### config.mk
export PLATFORM = sky130hd
export DESIGN_NAME = atri_top
export DESIGN_NICKNAME = d
export VERILOG_FILES = /design/src/verilog/atri_prescaler.v /design/src/verilog/atri_sync2.v /design/src/verilog/atri_top.v
export VERILOG_INCLUDE_DIRS = /design/src /design/src/pkg
export SDC_FILE = /design/constraint.sdc
export NUM_CORES = 1
export LEC_CHECK = 0
export ABC_AREA = 0
export BUFFER_PORTS_ARGS = -buffer_cell sky130_fd_sc_hd__buf_4
export CORE_MARGIN = 2
export CORE_UTILIZATION = 55
export CTS_BUF_LIST = sky130_fd_sc_hd__clkbuf_8 sky130_fd_sc_hd__clkbuf_16
export CTS_CLUSTER_SIZE = 10
export DETAILED_ROUTE_END_ITERATION = 8
export HOLD_SLACK_MARGIN = 0.12
export PLACE_DENSITY = 0.85
export RECOVER_POWER = 25
export SYNTH_ARGS = -nofsm -noshare
export SYNTH_HDL_FRONTEND = slang
export SYNTH_SLANG_ARGS = --single-unit
### constraint.sdc
create_clock -name aclk -period 2.5 [get_ports aclk]
set_clock_uncertainty 0.15 [all_clocks]
set_input_delay 0 -clock aclk [delete_from_list [all_inputs] [get_ports aclk]]
set_output_delay 0 -clock aclk [all_outputs]
set_load 0.01 [all_outputs]
### src/pkg/atri_defines.vh
// constants of the asynchronous timer register interface
// assumes: included by bare name from the design files under verilog/
`ifndef ATRI_DEFINES_VH
`define ATRI_DEFINES_VH

// ----------------------------------------------------------------
// register byte offsets (one aligned word each)
// ----------------------------------------------------------------
`define ATRI_OFF_COUNTER  8'h00
`define ATRI_OFF_COMPARE  8'h04
`define ATRI_OFF_CONTROL  8'h08
`define ATRI_OFF_ASYNC    8'h0C
`define ATRI_OFF_MASK     8'h10
`define ATRI_OFF_FLAGS    8'h14
`define ATRI_OFF_SFIO     8'h18
`define ATRI_OFF_GIE      8'h1C

// ----------------------------------------------------------------
// field positions
// ----------------------------------------------------------------
`define ATRI_AS_SEL_BIT   3
`define ATRI_CNT_BUSY_BIT 2
`define ATRI_CMP_BUSY_BIT 1
`define ATRI_CTL_BUSY_BIT 0
`define ATRI_CMP_IE_BIT   7
`define ATRI_OVF_IE_BIT   6
`define ATRI_CMP_FLG_BIT  7
`define ATRI_OVF_FLG_BIT  6
`define ATRI_PSR_BIT      1
`define ATRI_GIE_BIT      7
`define ATRI_FOC_BIT      7
`define ATRI_WGM1_BIT     6
`define ATRI_WGM0_BIT     3
`define ATRI_COM_HI       5
`define ATRI_COM_LO       4

// ----------------------------------------------------------------
// reset values and fixed figures
// ----------------------------------------------------------------
`define ATRI_RST_BYTE     8'h00
`define ATRI_CNT_MAX      8'hFF
`define ATRI_CNT_BOTTOM   8'h00
`define ATRI_FLAG_DLY     3
`define ATRI_RESP_OKAY    2'b00
`define ATRI_RESP_DECERR  2'b11

`endif

### src/verilog/atri_prescaler.v
// timer prescaler: passes the timer source tick undivided or divides it by 8 to 1024
// assumes: src_tick is one cycle per timer clock edge, same clock
`timescale 1ns/1ns

module atri_prescaler (
  input  wire       aclk,
  input  wire       aresetn,
  input  wire       src_tick,
  input  wire       clr,
  input  wire [2:0] sel,
  output reg        tick
);

  reg [9:0] div_r;

  // free divider, cleared by the prescaler reset request
  always @(posedge aclk) begin
    if (!aresetn) begin
      div_r <= 10'h000;
    end else if (clr) begin
      div_r <= 10'h000;
    end else if (src_tick) begin
      div_r <= div_r + 10'h001;
    end
  end

  // tap selection; select 0 stops the timer
  always @* begin
    case (sel)
      3'd0:    tick = 1'b0;
      3'd1:    tick = 1'b1;
      3'd2:    tick = &div_r[2:0];
      3'd3:    tick = &div_r[4:0];
      3'd4:    tick = &div_r[5:0];
      3'd5:    tick = &div_r[6:0];
      3'd6:    tick = &div_r[7:0];
      default: tick = &div_r[9:0];
    endcase
    tick = tick & src_tick & ~clr;
  end

endmodule

### src/verilog/atri_sync2.v
// two-flop synchroniser for one level arriving from outside the clock
// assumes: aclk is the only clock; the first flop feeds only the second
`timescale 1ns/1ns

module atri_sync2 (
  input  wire aclk,
  input  wire aresetn,
  input  wire d,
  output wire q
);

  reg meta_r;
  reg sync_r;

  // first stage may go metastable, so nothing but sync_r reads it
  always @(posedge aclk) begin
    if (!aresetn) begin
      meta_r <= 1'b0;
      sync_r <= 1'b0;
    end else begin
      meta_r <= d;
      sync_r <= meta_r;
    end
  end

  assign q = sync_r;

endmodule

### src/verilog/atri_top.v
// asynchronous-capable 8-bit timer with its register interface
// assumes: AXI4-Lite master on aclk; crystal pin sampled as a level;
// vector acknowledge pulses come from logic on aclk
//
// Design decisions made here: the AXI4-Lite slave port and the register addresses.
`timescale 1ns/1ns
`include "atri_defines.vh"

module atri_top (
  input  wire        aclk,
  input  wire        aresetn,
  input  wire [7:0]  awaddr,
  input  wire        awvalid,
  output reg         awready,
  input  wire [31:0] wdata,
  input  wire [3:0]  wstrb,
  input  wire        wvalid,
  output reg         wready,
  output reg  [1:0]  bresp,
  output reg         bvalid,
  input  wire        bready,
  input  wire [7:0]  araddr,
  input  wire        arvalid,
  output reg         arready,
  output reg  [31:0] rdata,
  output reg  [1:0]  rresp,
  output reg         rvalid,
  input  wire        rready,
  input  wire        timer_oscillator_input,
  input  wire        compare_vector_ack,
  input  wire        overflow_vector_ack,
  output reg         compare_irq_req,
  output reg         overflow_irq_req,
  output reg         waveform_output_pin
);

  // ----------------------------------------------------------------
  // state
  // ----------------------------------------------------------------
  reg  [7:0] aw_addr_r;
  reg  [7:0] w_data_r;
  reg        w_lane0_r;
  reg        aw_full_r;
  reg        w_full_r;
  reg  [7:0] counter_value_r;
  reg  [7:0] cnt_hold_r;
  reg  [7:0] cmp_hold_r;
  reg  [7:0] compare_value_r;
  reg  [7:0] ctl_hold_r;
  reg  [7:0] timer_control_r;
  reg        cnt_pend_r;
  reg        cmp_pend_r;
  reg        ctl_pend_r;
  reg        psr_pend_r;
  reg        async_clock_select_r;
  reg  [2:0] busy_r;
  reg  [2:0] done1_r;
  reg  [2:0] done2_r;
  reg  [1:0] int_mask_r;
  reg        gie_r;
  reg        compare_flag_r;
  reg        overflow_flag_r;
  reg  [2:0] cmp_dly_r;
  reg  [2:0] ovf_dly_r;
  reg        block_r;
  reg        dir_up_r;
  reg        osc_prev_r;

  wire       osc_s;
  wire       t_tick;
  wire       wr_do;
  wire       wr_en;
  wire       osc_rise;
  wire       clk_edge;
  wire       cnt_ld;
  wire       cmp_ld;
  wire       ctl_ld;
  wire [2:0] ld_vec;
  wire [1:0] wgm;
  wire [1:0] com;

  reg  [7:0] cnt_nxt;
  reg        dir_nxt;
  reg        wave_nxt;
  reg        cmp_evt;
  reg        ovf_evt;
  reg  [7:0] rd_val;
  reg        rd_hit;
  reg        wr_hit;

  // ----------------------------------------------------------------
  // crystal pin and timer clock source
  // ----------------------------------------------------------------
  atri_sync2 u_osc_sync (
    .aclk    (aclk),
    .aresetn (aresetn),
    .d       (timer_oscillator_input),
    .q       (osc_s)
  );

  // edge memory reads only the synchronised copy
  always @(posedge aclk) begin
    if (!aresetn) begin
      osc_prev_r <= 1'b0;
    end else begin
      osc_prev_r <= osc_s;
    end
  end

  assign osc_rise = osc_s & ~osc_prev_r;
  assign clk_edge = async_clock_select_r ? osc_rise : 1'b1;

  atri_prescaler u_presc (
    .aclk     (aclk),
    .aresetn  (aresetn),
    .src_tick (clk_edge),
    .clr      (psr_pend_r & clk_edge),
    .sel      (timer_control_r[2:0]),
    .tick     (t_tick)
  );

  // ----------------------------------------------------------------
  // bus write path
  // ----------------------------------------------------------------
  assign wr_do = aw_full_r & w_full_r & ~bvalid;
  assign wr_en = wr_do & w_lane0_r & wr_hit;

  // address and data are taken in either order, response after both
  always @(posedge aclk) begin
    if (!aresetn) begin
      aw_addr_r <= 8'h00;
      w_data_r  <= 8'h00;
      w_lane0_r <= 1'b0;
      aw_full_r <= 1'b0;
      w_full_r  <= 1'b0;
      awready   <= 1'b1;
      wready    <= 1'b1;
      bvalid    <= 1'b0;
      bresp     <= `ATRI_RESP_OKAY;
    end else begin
      if (awvalid && awready) begin
        aw_addr_r <= awaddr;
        aw_full_r <= 1'b1;
        awready   <= 1'b0;
      end
      if (wvalid && wready) begin
        w_data_r  <= wdata[7:0];
        w_lane0_r <= wstrb[0];
        w_full_r  <= 1'b1;
        wready    <= 1'b0;
      end
      if (wr_do) begin
        bvalid <= 1'b1;
        bresp  <= wr_hit ? `ATRI_RESP_OKAY : `ATRI_RESP_DECERR;
      end
      if (bvalid && bready) begin
        bvalid    <= 1'b0;
        aw_full_r <= 1'b0;
        w_full_r  <= 1'b0;
        awready   <= 1'b1;
        wready    <= 1'b1;
      end
    end
  end

  // write address decode
  always @* begin
    if ({aw_addr_r[7:2], 2'b00} == `ATRI_OFF_COUNTER) begin
      wr_hit = 1'b1;
    end else if ({aw_addr_r[7:2], 2'b00} == `ATRI_OFF_COMPARE) begin
      wr_hit = 1'b1;
    end else if ({aw_addr_r[7:2], 2'b00} == `ATRI_OFF_CONTROL) begin
      wr_hit = 1'b1;
    end else if ({aw_addr_r[7:2], 2'b00} == `ATRI_OFF_ASYNC) begin
      wr_hit = 1'b1;
    end else if ({aw_addr_r[7:2], 2'b00} == `ATRI_OFF_MASK) begin
      wr_hit = 1'b1;
    end else if ({aw_addr_r[7:2], 2'b00} == `ATRI_OFF_FLAGS) begin
      wr_hit = 1'b1;
    end else if ({aw_addr_r[7:2], 2'b00} == `ATRI_OFF_SFIO) begin
      wr_hit = 1'b1;
    end else if ({aw_addr_r[7:2], 2'b00} == `ATRI_OFF_GIE) begin
      wr_hit = 1'b1;
    end else begin
      wr_hit = 1'b0;
    end
  end

  // ----------------------------------------------------------------
  // bus read path
  // ----------------------------------------------------------------
  // live counter, holding copies
  always @* begin
    rd_hit = 1'b1;
    if ({araddr[7:2], 2'b00} == `ATRI_OFF_COUNTER) begin
      rd_val = counter_value_r;
    end else if ({araddr[7:2], 2'b00} == `ATRI_OFF_COMPARE) begin
      rd_val = cmp_hold_r;
    end else if ({araddr[7:2], 2'b00} == `ATRI_OFF_CONTROL) begin
      rd_val = {1'b0, ctl_hold_r[6:0]}; // force strobe reads zero
    end else if ({araddr[7:2], 2'b00} == `ATRI_OFF_ASYNC) begin
      rd_val = {4'h0, async_clock_select_r, busy_r};
    end else if ({araddr[7:2], 2'b00} == `ATRI_OFF_MASK) begin
      rd_val = {int_mask_r, 6'h00};
    end else if ({araddr[7:2], 2'b00} == `ATRI_OFF_FLAGS) begin
      rd_val = {compare_flag_r, overflow_flag_r, 6'h00};
    end else if ({araddr[7:2], 2'b00} == `ATRI_OFF_SFIO) begin
      rd_val = {6'h00, psr_pend_r & async_clock_select_r, 1'b0};
    end else if ({araddr[7:2], 2'b00} == `ATRI_OFF_GIE) begin
      rd_val = {gie_r, 7'h00};
    end else begin
      rd_val = 8'h00;
      rd_hit = 1'b0;
    end
  end

  // one read at a time; data captured at the address handshake
  always @(posedge aclk) begin
    if (!aresetn) begin
      arready <= 1'b1;
      rvalid  <= 1'b0;
      rdata   <= 32'h0000_0000;
      rresp   <= `ATRI_RESP_OKAY;
    end else if (arvalid && arready) begin
      arready <= 1'b0;
      rvalid  <= 1'b1;
      rdata   <= {24'h00_0000, rd_val};
      rresp   <= rd_hit ? `ATRI_RESP_OKAY : `ATRI_RESP_DECERR;
    end else if (rvalid && rready) begin
      rvalid  <= 1'b0;
      arready <= 1'b1;
    end
  end

  // ----------------------------------------------------------------
  // holding registers and transfer into the timer
  // ----------------------------------------------------------------
  // loads happen on the next timer clock edge; in sync mode that is
  // the very next cycle, so the holding copy is never stale for long
  assign cnt_ld = cnt_pend_r & clk_edge;
  assign cmp_ld = cmp_pend_r & clk_edge;
  assign ctl_ld = ctl_pend_r & clk_edge;
  assign ld_vec = {cnt_ld, cmp_ld, ctl_ld} & {3{async_clock_select_r}};

  always @(posedge aclk) begin
    if (!aresetn) begin
      cnt_hold_r           <= `ATRI_RST_BYTE;
      cmp_hold_r           <= `ATRI_RST_BYTE;
      ctl_hold_r           <= `ATRI_RST_BYTE;
      compare_value_r      <= `ATRI_RST_BYTE;
      timer_control_r      <= `ATRI_RST_BYTE;
      cnt_pend_r           <= 1'b0;
      cmp_pend_r           <= 1'b0;
      ctl_pend_r           <= 1'b0;
      psr_pend_r           <= 1'b0;
      async_clock_select_r <= 1'b0;
      int_mask_r           <= 2'b00;
      gie_r                <= 1'b0;
    end else begin
      // a fresh write wins over the load clearing its pending mark
      if (cnt_ld) cnt_pend_r <= 1'b0;
      if (cmp_ld) begin
        cmp_pend_r      <= 1'b0;
        compare_value_r <= cmp_hold_r;
      end
      if (ctl_ld) begin
        ctl_pend_r      <= 1'b0;
        timer_control_r <= {1'b0, ctl_hold_r[6:0]};
      end
      if (psr_pend_r && clk_edge) psr_pend_r <= 1'b0;
      if (wr_en) begin
        if ({aw_addr_r[7:2], 2'b00} == `ATRI_OFF_COUNTER) begin
          cnt_hold_r <= w_data_r;
          cnt_pend_r <= 1'b1;
        end else if ({aw_addr_r[7:2], 2'b00} == `ATRI_OFF_COMPARE) begin
          cmp_hold_r <= w_data_r;
          cmp_pend_r <= 1'b1;
        end else if ({aw_addr_r[7:2], 2'b00} == `ATRI_OFF_CONTROL) begin
          ctl_hold_r <= w_data_r;
          ctl_pend_r <= 1'b1;
        end else if ({aw_addr_r[7:2], 2'b00} == `ATRI_OFF_ASYNC) begin
          async_clock_select_r <= w_data_r[`ATRI_AS_SEL_BIT];
        end else if ({aw_addr_r[7:2], 2'b00} == `ATRI_OFF_MASK) begin
          int_mask_r <= w_data_r[7:6];
        end else if ({aw_addr_r[7:2], 2'b00} == `ATRI_OFF_SFIO) begin
          if (w_data_r[`ATRI_PSR_BIT]) psr_pend_r <= 1'b1;
        end else if ({aw_addr_r[7:2], 2'b00} == `ATRI_OFF_GIE) begin
          gie_r <= w_data_r[`ATRI_GIE_BIT];
        end
      end
    end
  end

  // ----------------------------------------------------------------
  // update-busy flags
  // ----------------------------------------------------------------
  // completion seen back
  always @(posedge aclk) begin
    if (!aresetn) begin
      done1_r <= 3'b000;
      done2_r <= 3'b000;
      busy_r  <= 3'b000;
    end else begin
      done1_r <= ld_vec;
      done2_r <= done1_r;
      busy_r  <= (busy_r & ~done2_r)
               | ({cnt_pend_r, cmp_pend_r, ctl_pend_r} & ~ld_vec
                  & {3{async_clock_select_r}});
    end
  end

  // ----------------------------------------------------------------
  // counter engine
  // ----------------------------------------------------------------
  assign wgm = {timer_control_r[`ATRI_WGM1_BIT], timer_control_r[`ATRI_WGM0_BIT]};
  assign com = timer_control_r[`ATRI_COM_HI:`ATRI_COM_LO];

  always @* begin
    cnt_nxt  = counter_value_r;
    dir_nxt  = dir_up_r;
    wave_nxt = waveform_output_pin;
    cmp_evt  = 1'b0;
    ovf_evt  = 1'b0;
    if (t_tick) begin
      cmp_evt = (counter_value_r == compare_value_r) & ~block_r;
      case (wgm)
        2'b01: begin
          if (dir_up_r) begin
            if (counter_value_r == `ATRI_CNT_MAX) begin
              dir_nxt = 1'b0;
              cnt_nxt = counter_value_r - 8'h01;
            end else begin
              cnt_nxt = counter_value_r + 8'h01;
            end
          end else if (counter_value_r == `ATRI_CNT_BOTTOM) begin
            dir_nxt = 1'b1;
            ovf_evt = 1'b1;
            cnt_nxt = counter_value_r + 8'h01;
          end else begin
            cnt_nxt = counter_value_r - 8'h01;
          end
          if (cmp_evt && com[1] && compare_value_r != `ATRI_CNT_MAX) begin
            wave_nxt = com[0] ^ ~dir_up_r;
          end
        end
        2'b10: begin
          // clear on compare; overflow only if it passes the maximum
          ovf_evt = (counter_value_r == `ATRI_CNT_MAX);
          cnt_nxt = (counter_value_r == compare_value_r) ? `ATRI_CNT_BOTTOM
                                                          : counter_value_r + 8'h01;
          if (cmp_evt) wave_nxt = com[1] ? com[0] : waveform_output_pin ^ com[0];
        end
        2'b11: begin
          ovf_evt = (counter_value_r == `ATRI_CNT_MAX);
          cnt_nxt = counter_value_r + 8'h01;
          if (com[1]) begin
            if (ovf_evt) begin
              wave_nxt = ~com[0];
            end else if (cmp_evt && compare_value_r != `ATRI_CNT_MAX) begin
              wave_nxt = com[0];
            end
          end
        end
        default: begin
          ovf_evt = (counter_value_r == `ATRI_CNT_MAX);
          cnt_nxt = counter_value_r + 8'h01;
          if (cmp_evt) wave_nxt = com[1] ? com[0] : waveform_output_pin ^ com[0];
        end
      endcase
    end
    // forced compare acts on the pin only, never on the flag
    if (ctl_ld && ctl_hold_r[`ATRI_FOC_BIT] && !wgm[0]) begin
      wave_nxt = com[1] ? com[0] : waveform_output_pin ^ com[0];
    end
  end

  always @(posedge aclk) begin
    if (!aresetn) begin
      counter_value_r     <= `ATRI_RST_BYTE;
      block_r             <= 1'b0;
      dir_up_r            <= 1'b1;
      waveform_output_pin <= 1'b0;
    end else begin
      waveform_output_pin <= wave_nxt;
      if (cnt_ld) begin
        counter_value_r <= cnt_hold_r;
        block_r         <= 1'b1;
      end else begin
        counter_value_r <= cnt_nxt;
        dir_up_r        <= dir_nxt;
        if (t_tick) block_r <= 1'b0;
      end
    end
  end

  // ----------------------------------------------------------------
  // interrupt flags and requests
  // ----------------------------------------------------------------
  // async flag delay
  always @(posedge aclk) begin
    if (!aresetn) begin
      cmp_dly_r <= 3'b000;
      ovf_dly_r <= 3'b000;
    end else begin
      cmp_dly_r <= {cmp_dly_r[1:0], cmp_evt};
      ovf_dly_r <= {ovf_dly_r[1:0], ovf_evt};
    end
  end

  // set wins over a clear in the same cycle
  always @(posedge aclk) begin
    if (!aresetn) begin
      compare_flag_r   <= 1'b0;
      overflow_flag_r  <= 1'b0;
      compare_irq_req  <= 1'b0;
      overflow_irq_req <= 1'b0;
    end else begin
      compare_flag_r <= (async_clock_select_r ? cmp_dly_r[2] : cmp_evt)
        | (compare_flag_r & ~compare_vector_ack
           & ~(wr_en && {aw_addr_r[7:2], 2'b00} == `ATRI_OFF_FLAGS
               && w_data_r[`ATRI_CMP_FLG_BIT]));
      overflow_flag_r <= (async_clock_select_r ? ovf_dly_r[2] : ovf_evt)
        | (overflow_flag_r & ~overflow_vector_ack
           & ~(wr_en && {aw_addr_r[7:2], 2'b00} == `ATRI_OFF_FLAGS
               && w_data_r[`ATRI_OVF_FLG_BIT]));
      compare_irq_req  <= int_mask_r[1] & gie_r & compare_flag_r;
      overflow_irq_req <= int_mask_r[0] & gie_r & overflow_flag_r;
    end
  end

endmodule
# Word-level counts from Yosys, hierarchy flattened
# Cells that the tools add are included.
[classes]
n_addsub = 3
n_reduce_logical = 39
bitwise = 50
mux = 80
eq_ne = 29
[op_table]
columns = ["op", "n"]
rows = [
  ["2-to-1 mux 8 bit", 14],
  ["2-to-1 mux 1 bit", 61],
  ["== test 6 x 3 -> 1 bit, second input constant", 8],
  ["== test 6 x 2 -> 1 bit, second input constant", 4],
  ["bitwise AND 1 bit", 21],
  ["inverter 1 bit", 18],
  ["one-hot mux 8 bit (2 select lines)", 1],
  ["AND reduction 8 bit", 2],
  ["AND reduction 5 bit", 3],
  ["logical AND 1 bit", 14],
  ["bitwise AND 3 bit", 4],
  ["== test 6 x 1 -> 1 bit, second input constant", 2],
  ["zero test 6 bit", 2],
  ["AND reduction 6 bit", 2],
  ["adder 10 x 1 -> 10 bit, second input constant", 1],
  ["AND reduction 10 bit", 1],
  ["== test 3 bit, second input constant", 3],
  ["AND reduction 3 bit", 3],
  ["adder 8 x 1 -> 8 bit, second input constant", 1],
  ["== test 8 bit", 1],
  ["== test 8 bit, second input constant", 1],
  ["zero test 8 bit", 1],
  ["inequality test 8 bit, second input constant", 1],
  ["subtractor 8 x 1 -> 8 bit, second input constant", 1],
  ["21 further kinds", 31],
]
[word_totals]
inputBits = 62
output_inout_bits = 44
word_cells = 243
register_bits = 126

# Longest topological paths before layout
[depth]
word_depth = 15
ltp_mapped = 10
ltp_nobuf = 9

# Modules after synthesis
# A second synthesis with hierarchy kept.
[hier_totals]
cells_unflattened = 691
area_unflattened_um2 = 5835.6
[modules_own_cells]
columns = ["mod", "seq_area_each_um2", "area_per_inst_um2", "cells_per_inst", "instances"]
rows = [
  ["atri_top", 2202.1, 5221.3, 625, 1],
  ["atri_prescaler", 200.2, 561.8, 62, 1],
  ["atri_sync2", 40.0, 52.6, 4, 1],
]

# Least setup slack after synthesis
# No wires, ideal clock.
[synth_timing]
path_type = "register to register"
from = "reg u_presc.div_r[0]"
to = "reg counter_value_r[3]"
t_required_ns = 2.276
synth_period_minus_slack_ns = 2.270
path_buffers = 1
setup_slack_ns = 0.230
setup_ns = 0.074
arrival_ns = 2.045
path_stages_with_launch = 11
cell_sequence = "dfxtp_1 -> ha_1 -> and3_1 -> ha_1 -> and3b_1 -> nor4_4 -> a21oi_2 -> or3_1 -> buf_6 -> a211o_1 -> a31oi_1"
[synth_between]
elab_chain_len = 5
word_cells_on_any_way = 10
classes_between = "mux (1); bitwise (2); reduce/logical (7)"
[synth_lines]
columns = ["element", "line_no", "rtl"]
rows = [
  ["from (decl)", "atri_prescaler.v:14", "reg [9:0] div_r;"],
  ["from (signal assigned)", "atri_prescaler.v:23", "div_r <= div_r + 10'h001;"],
  ["AND reduction 10 bit, or another cell as far along", "atri_prescaler.v:37", "default: tick = &div_r[9:0];"],
  ["one-hot mux 1 bit (7 select lines) (*)", "atri_prescaler.v:29", "case (sel)"],
  ["bitwise AND 1 bit (*) (2 in a row)", "atri_prescaler.v:39", "tick = tick & src_tick & ~clr;"],
  ["nonzero test 2 bit (no line) (*)", "n/a", ""],
  ["to (signal assigned)", "atri_top.v:379", "counter_value_r <= `ATRI_RST_BYTE;"],
  ["to (signal assigned)", "atri_top.v:386", "counter_value_r <= cnt_hold_r;"],
  ["to (signal assigned)", "atri_top.v:389", "counter_value_r <= cnt_nxt;"],
  ["to (decl)", "atri_top.v:45", "reg [7:0] counter_value_r;"],
]
# Every way passes the cells marked *; elsewhere a longest branch is shown, timed or not.
# A chain may end at the register's enable or synchronous reset.

# Worst setup path after layout
[layout_timing]
from = "reg arready"
to = "reg rdata[1]"
[layout_between]
elab_chain_len = 1
[layout_lines]
columns = ["element", "line_no", "rtl"]
rows = [
  ["from (decl)", "atri_top.v:24", "output reg arready,"],
  ["from (signal assigned)", "atri_top.v:220", "arready <= 1'b1;"],
  ["from (signal assigned)", "atri_top.v:225", "arready <= 1'b0;"],
  ["from (signal assigned)", "atri_top.v:231", "arready <= 1'b1;"],
  ["logical AND 1 bit", "atri_top.v:224", "end else if (arvalid && arready) begin"],
  ["to (signal assigned)", "atri_top.v:227", "rdata <= {24'h00_0000, rd_val};"],
  ["to (decl)", "atri_top.v:25", "output reg [31:0] rdata,"],
]
# Every way passes these cells.

==> flow_summary_export.csv <==
group,metric,value,unit
outcome,status,"completed",
critical_path,start_kind,"flip-flop",
detailed_routing,drc,0,
synth,ys_top_cells_by_area,"dfxtp_1, a21oi_1, nand2_1, nand3_1, buf_4",
detailed_routing,drt-vias-per-instance,5.92,
pwr,seq_power_share,41.7,%
detailed_routing,drt_wl_total,16700,um
pwr,cellPowerDensity,670,nW/um^2
final_layout,regArea,2440,um^2
critical_path,cp-end-kind,"flip-flop",
timing,setup_tns,0,ns
timing,final.min_clock_period,2.39,ns
placement,placed_cells,853,
pwr,report.power.total,4840,uW
worst_hold_path,hp-class,"input port to flip-flop",
timing,setup_viol,0,
detailed_routing,vias,5517,
final_layout,fin_util,70.3,%
timing,fin_hold_ws,0.158,ns
synth,netlist_area,5800,um^2
critical_path,crit_fanout,13,
synth,yosys_warnings,0,
synth,synth-seq-cells,122,
synth,yosysSeqAreaShare,42.1,%
final_layout,finalNetCount,856,
timing,hold_viol_final,0,
floorplan,core,10300,um^2
timing,post-route-period-util,95.6,%
floorplan,chipWidth,107,um
synth,ys_types,68,
final_layout,multi_input_area,3010,um^2
synth,synth-edff-count,0,
placement,dp_hpwl,10400,um
pwr,p_clk_share,52.6,%
final_layout,drive_above_1_share,13.1,%
floorplan,io_pins,106,
critical_path,ff2ff_path_depth,6,
cts,clkSinkCount,122,
final_layout,fillers,731,
floorplan,die-area,11400,um^2
critical_path,cp.required,2.80,ns
placement,place_congestion,0.912,
cts,root_buffer,"clkbuf_8",
timing,max_slew_margin,52.2,%
synth,yosys.area.top_type_share,42.1,%
pwr,ir_drop,0.497,mV
cts,clk_pin_slew,0.06,ns
pwr,switching_power,1030,uW
global_routing,grt-ovfl-total,0,
timing,max_freq,0.418,GHz
pwr,cellLeakagePower,0.00280,uW
detailed_routing,avgRoutedWirePerCell,17.9,um
global_routing,grt_pass1_wl,27200,um
cts,numCtsBuffers,17,
timing,drv_slew,0,
critical_path,path_cells,"nand2_4 > nor2_1 > dlygate4sd3_1 > a32oi_1 > dlygate4sd3_1 > nor2_1",
final_layout,antenna-diode-count,0,
global_routing,grt_max_degree,44,
worst_hold_path,min_path_cells,4,
cts,cts_tree,"built",
pwr,internal_power,3810,uW
final_layout,final_cell_count_no_fill,932,
global_routing,grt_pass1_vias,5456,
synth,syn_inst,692,
cts,cts_buffer_depth,2,
detailed_routing,drt_first_pass_iters,6,
detailed_routing,postRouteAntennaNets,0,
global_routing,grt_usage,30.7,%
timing,worstMarginPinSlew,0.715,ns
floorplan,row_count,37,
critical_path,max_stage_delay,0.61,ns
detailed_routing,drt_iter0_drc,524,
pwr,combPwrFrac,5.7,%
critical_path,crit_type,"flip-flop to flip-flop",
critical_path,path_depth,6,
critical_path,crit_buf_inv,2,
synth,yosys.area.top_type,"dfxtp_1",
placement,numPortBuffers,50,
floorplan,start_util,56.5,%
cts,h-tree-depth,4,
pwr,switching_share,21.3,%
critical_path,crit_slowest_cell,"dlygate4sd3_1",
flow_run,maxCapViolations,0,
synth,synth_ff_type,"dfxtp_1",
final_layout,area_growth,24.5,%
synth,synthArstFlopShare,0,%
timing,grt_setup_unrepaired,"false",
cts,insertion_delay,0.52,ns
synth,synth.avg_cell_area,8.38,um^2
global_routing,antenna_found_initial,0,
critical_path,crit_family,"buffers and inverters",
critical_path,crit_arrival,2.68,ns
cts,post_cts_buffers,0,
floorplan,die_h,107,um
## worst min-delay path: cells and delay by family
family | cells | cell delay [ns]
compound gates | 1 | 0.11
buf+inv | 2 | 0.63
simple gates | 1 | 0.05
## kinds of logic after synthesis
kind of cell | share of synthesized area, %
buffers and inverters | 7.78
other | 0.0646
adders and majority gates | 2.16
and+or+nand+nor | 23.7
xor gates and xnor gates | 4.08
muxes | 4.10
AOI/OAI and AO/OA | 16.1
DFF | 42.1
## layer usage
metal | vias up | wire length (um) | track usage, % | part of all wire [%]
li1 | 2542 | - | - | -
met1 | 2549 | 6240 | 34.5 | 37
met2 | 337 | 8350 | 53.4 | 50
met3 | 89 | 1410 | 8.09 | 8.4
met4 | 0 | 729 | 16.0 | 4.4
met5 | - | 0 | 0 | 0
## final timing paths
kind | from | to | slack (ns)
hold / removal | wstrb[0] | w_lane0_r$_SDFFE_PN0P_ | 0.16
setup / recovery | arready$_SDFFE_PN1P_ | rdata[1]$_SDFFE_PN0P_ | 0.11
hold reg to reg | u_osc_sync.meta_r$_SDFF_PN0_ | u_osc_sync.q$_SDFF_PN0_ | 0.29
setup reg to reg | arready$_SDFFE_PN1P_ | rdata[1]$_SDFFE_PN0P_ | 0.11
## power by group through the flow
stage | sequential (uW) | clock (uW) | combinational (uW)
6_report | 2020 | 2540 | 277
5_1_grt | 2020 | 2660 | 300
4_1_cts | 2010 | 2560 | 268
3_5_place_dp | 2060 | 0 | 209
3_3_place_gp | 2050 | 0 | 202
2_1_floorplan | 2050 | 0 | 160
## cells in the mapped netlist, types with 13 or more instances
master	count
a21oi_1	81
buf_4	27
xnor2_1	21
nor2_1	48
clkbuf_1	24
nor3_1	15
nand2_1	107
nand3_1	43
and2_1	13
o21ai_0	20
inv_1	15
dfxtp_1	122
mux2i_1	17
## repair_timing
action / CTS / global route
endpoints found under the setup margin: 0 / 7
hold buffers: 48 / 0
gates resized for setup: 0 / 4
hold endpoints to repair: 70 / 0
## stage by stage
stage               worst slack (ns)  instance area [um^2]
floorplan                      0.230                  5890
finish                         0.110                  7230
global placement               0.152                  6180
global route                 0.00998                  7230
CTS                           0.0252                  7280
detailed placement            0.0463                  6180
## layout make-up
type | count | area share [%]
sequential | 122 | 33.8
clock inverter | 10 | 2.04
timing repair buffer | 115 | 12.8
inverter | 16 | 0.831
multi-input combinational | 512 | 41.6
clock buffer | 21 | 6.49
tap | 136 | 2.35
## flip-flops by register name, summed over array words and instances (netlist names), 6 cells and up
register / count
timer_control_r: 7
ctl_hold_r: 8
w_data_r: 8
counter_value_r: 8
cnt_hold_r: 8
aw_addr_r: 6
u_presc.div_r: 10
compare_value_r: 8
cmp_hold_r: 8
rdata: 8
## cell usage in the layout (no fill, tap or decap), types with 4 or more instances in the layout
cell,synthesis,routed
dfxtp_1,122,121
nand2_1,107,106
a21oi_1,81,81
nor2_1,48,48
dlygate4sd3_1,0,48
buf_4,27,48
nand3_1,43,43
conb_1,1,24
xnor2_1,21,21
o21ai_0,20,20
clkbuf_1,24,18
inv_1,15,17
mux2i_1,17,17
clkbuf_16,0,16
nor3_1,15,15
ha_1,10,10
nand2b_1,9,9
nand4_1,8,8
a22oi_1,8,8
and2_1,13,7
xor2_1,6,6
and2_0,0,6
a211oi_1,5,5
o31ai_1,5,5
nor2b_1,5,5
clkbuf_8,2,5
nand3b_1,4,4
o21a_1,4,4
bufinv_16,0,4
clkinv_2,0,4
Note: power is estimated with default switching activity, not from simulation.
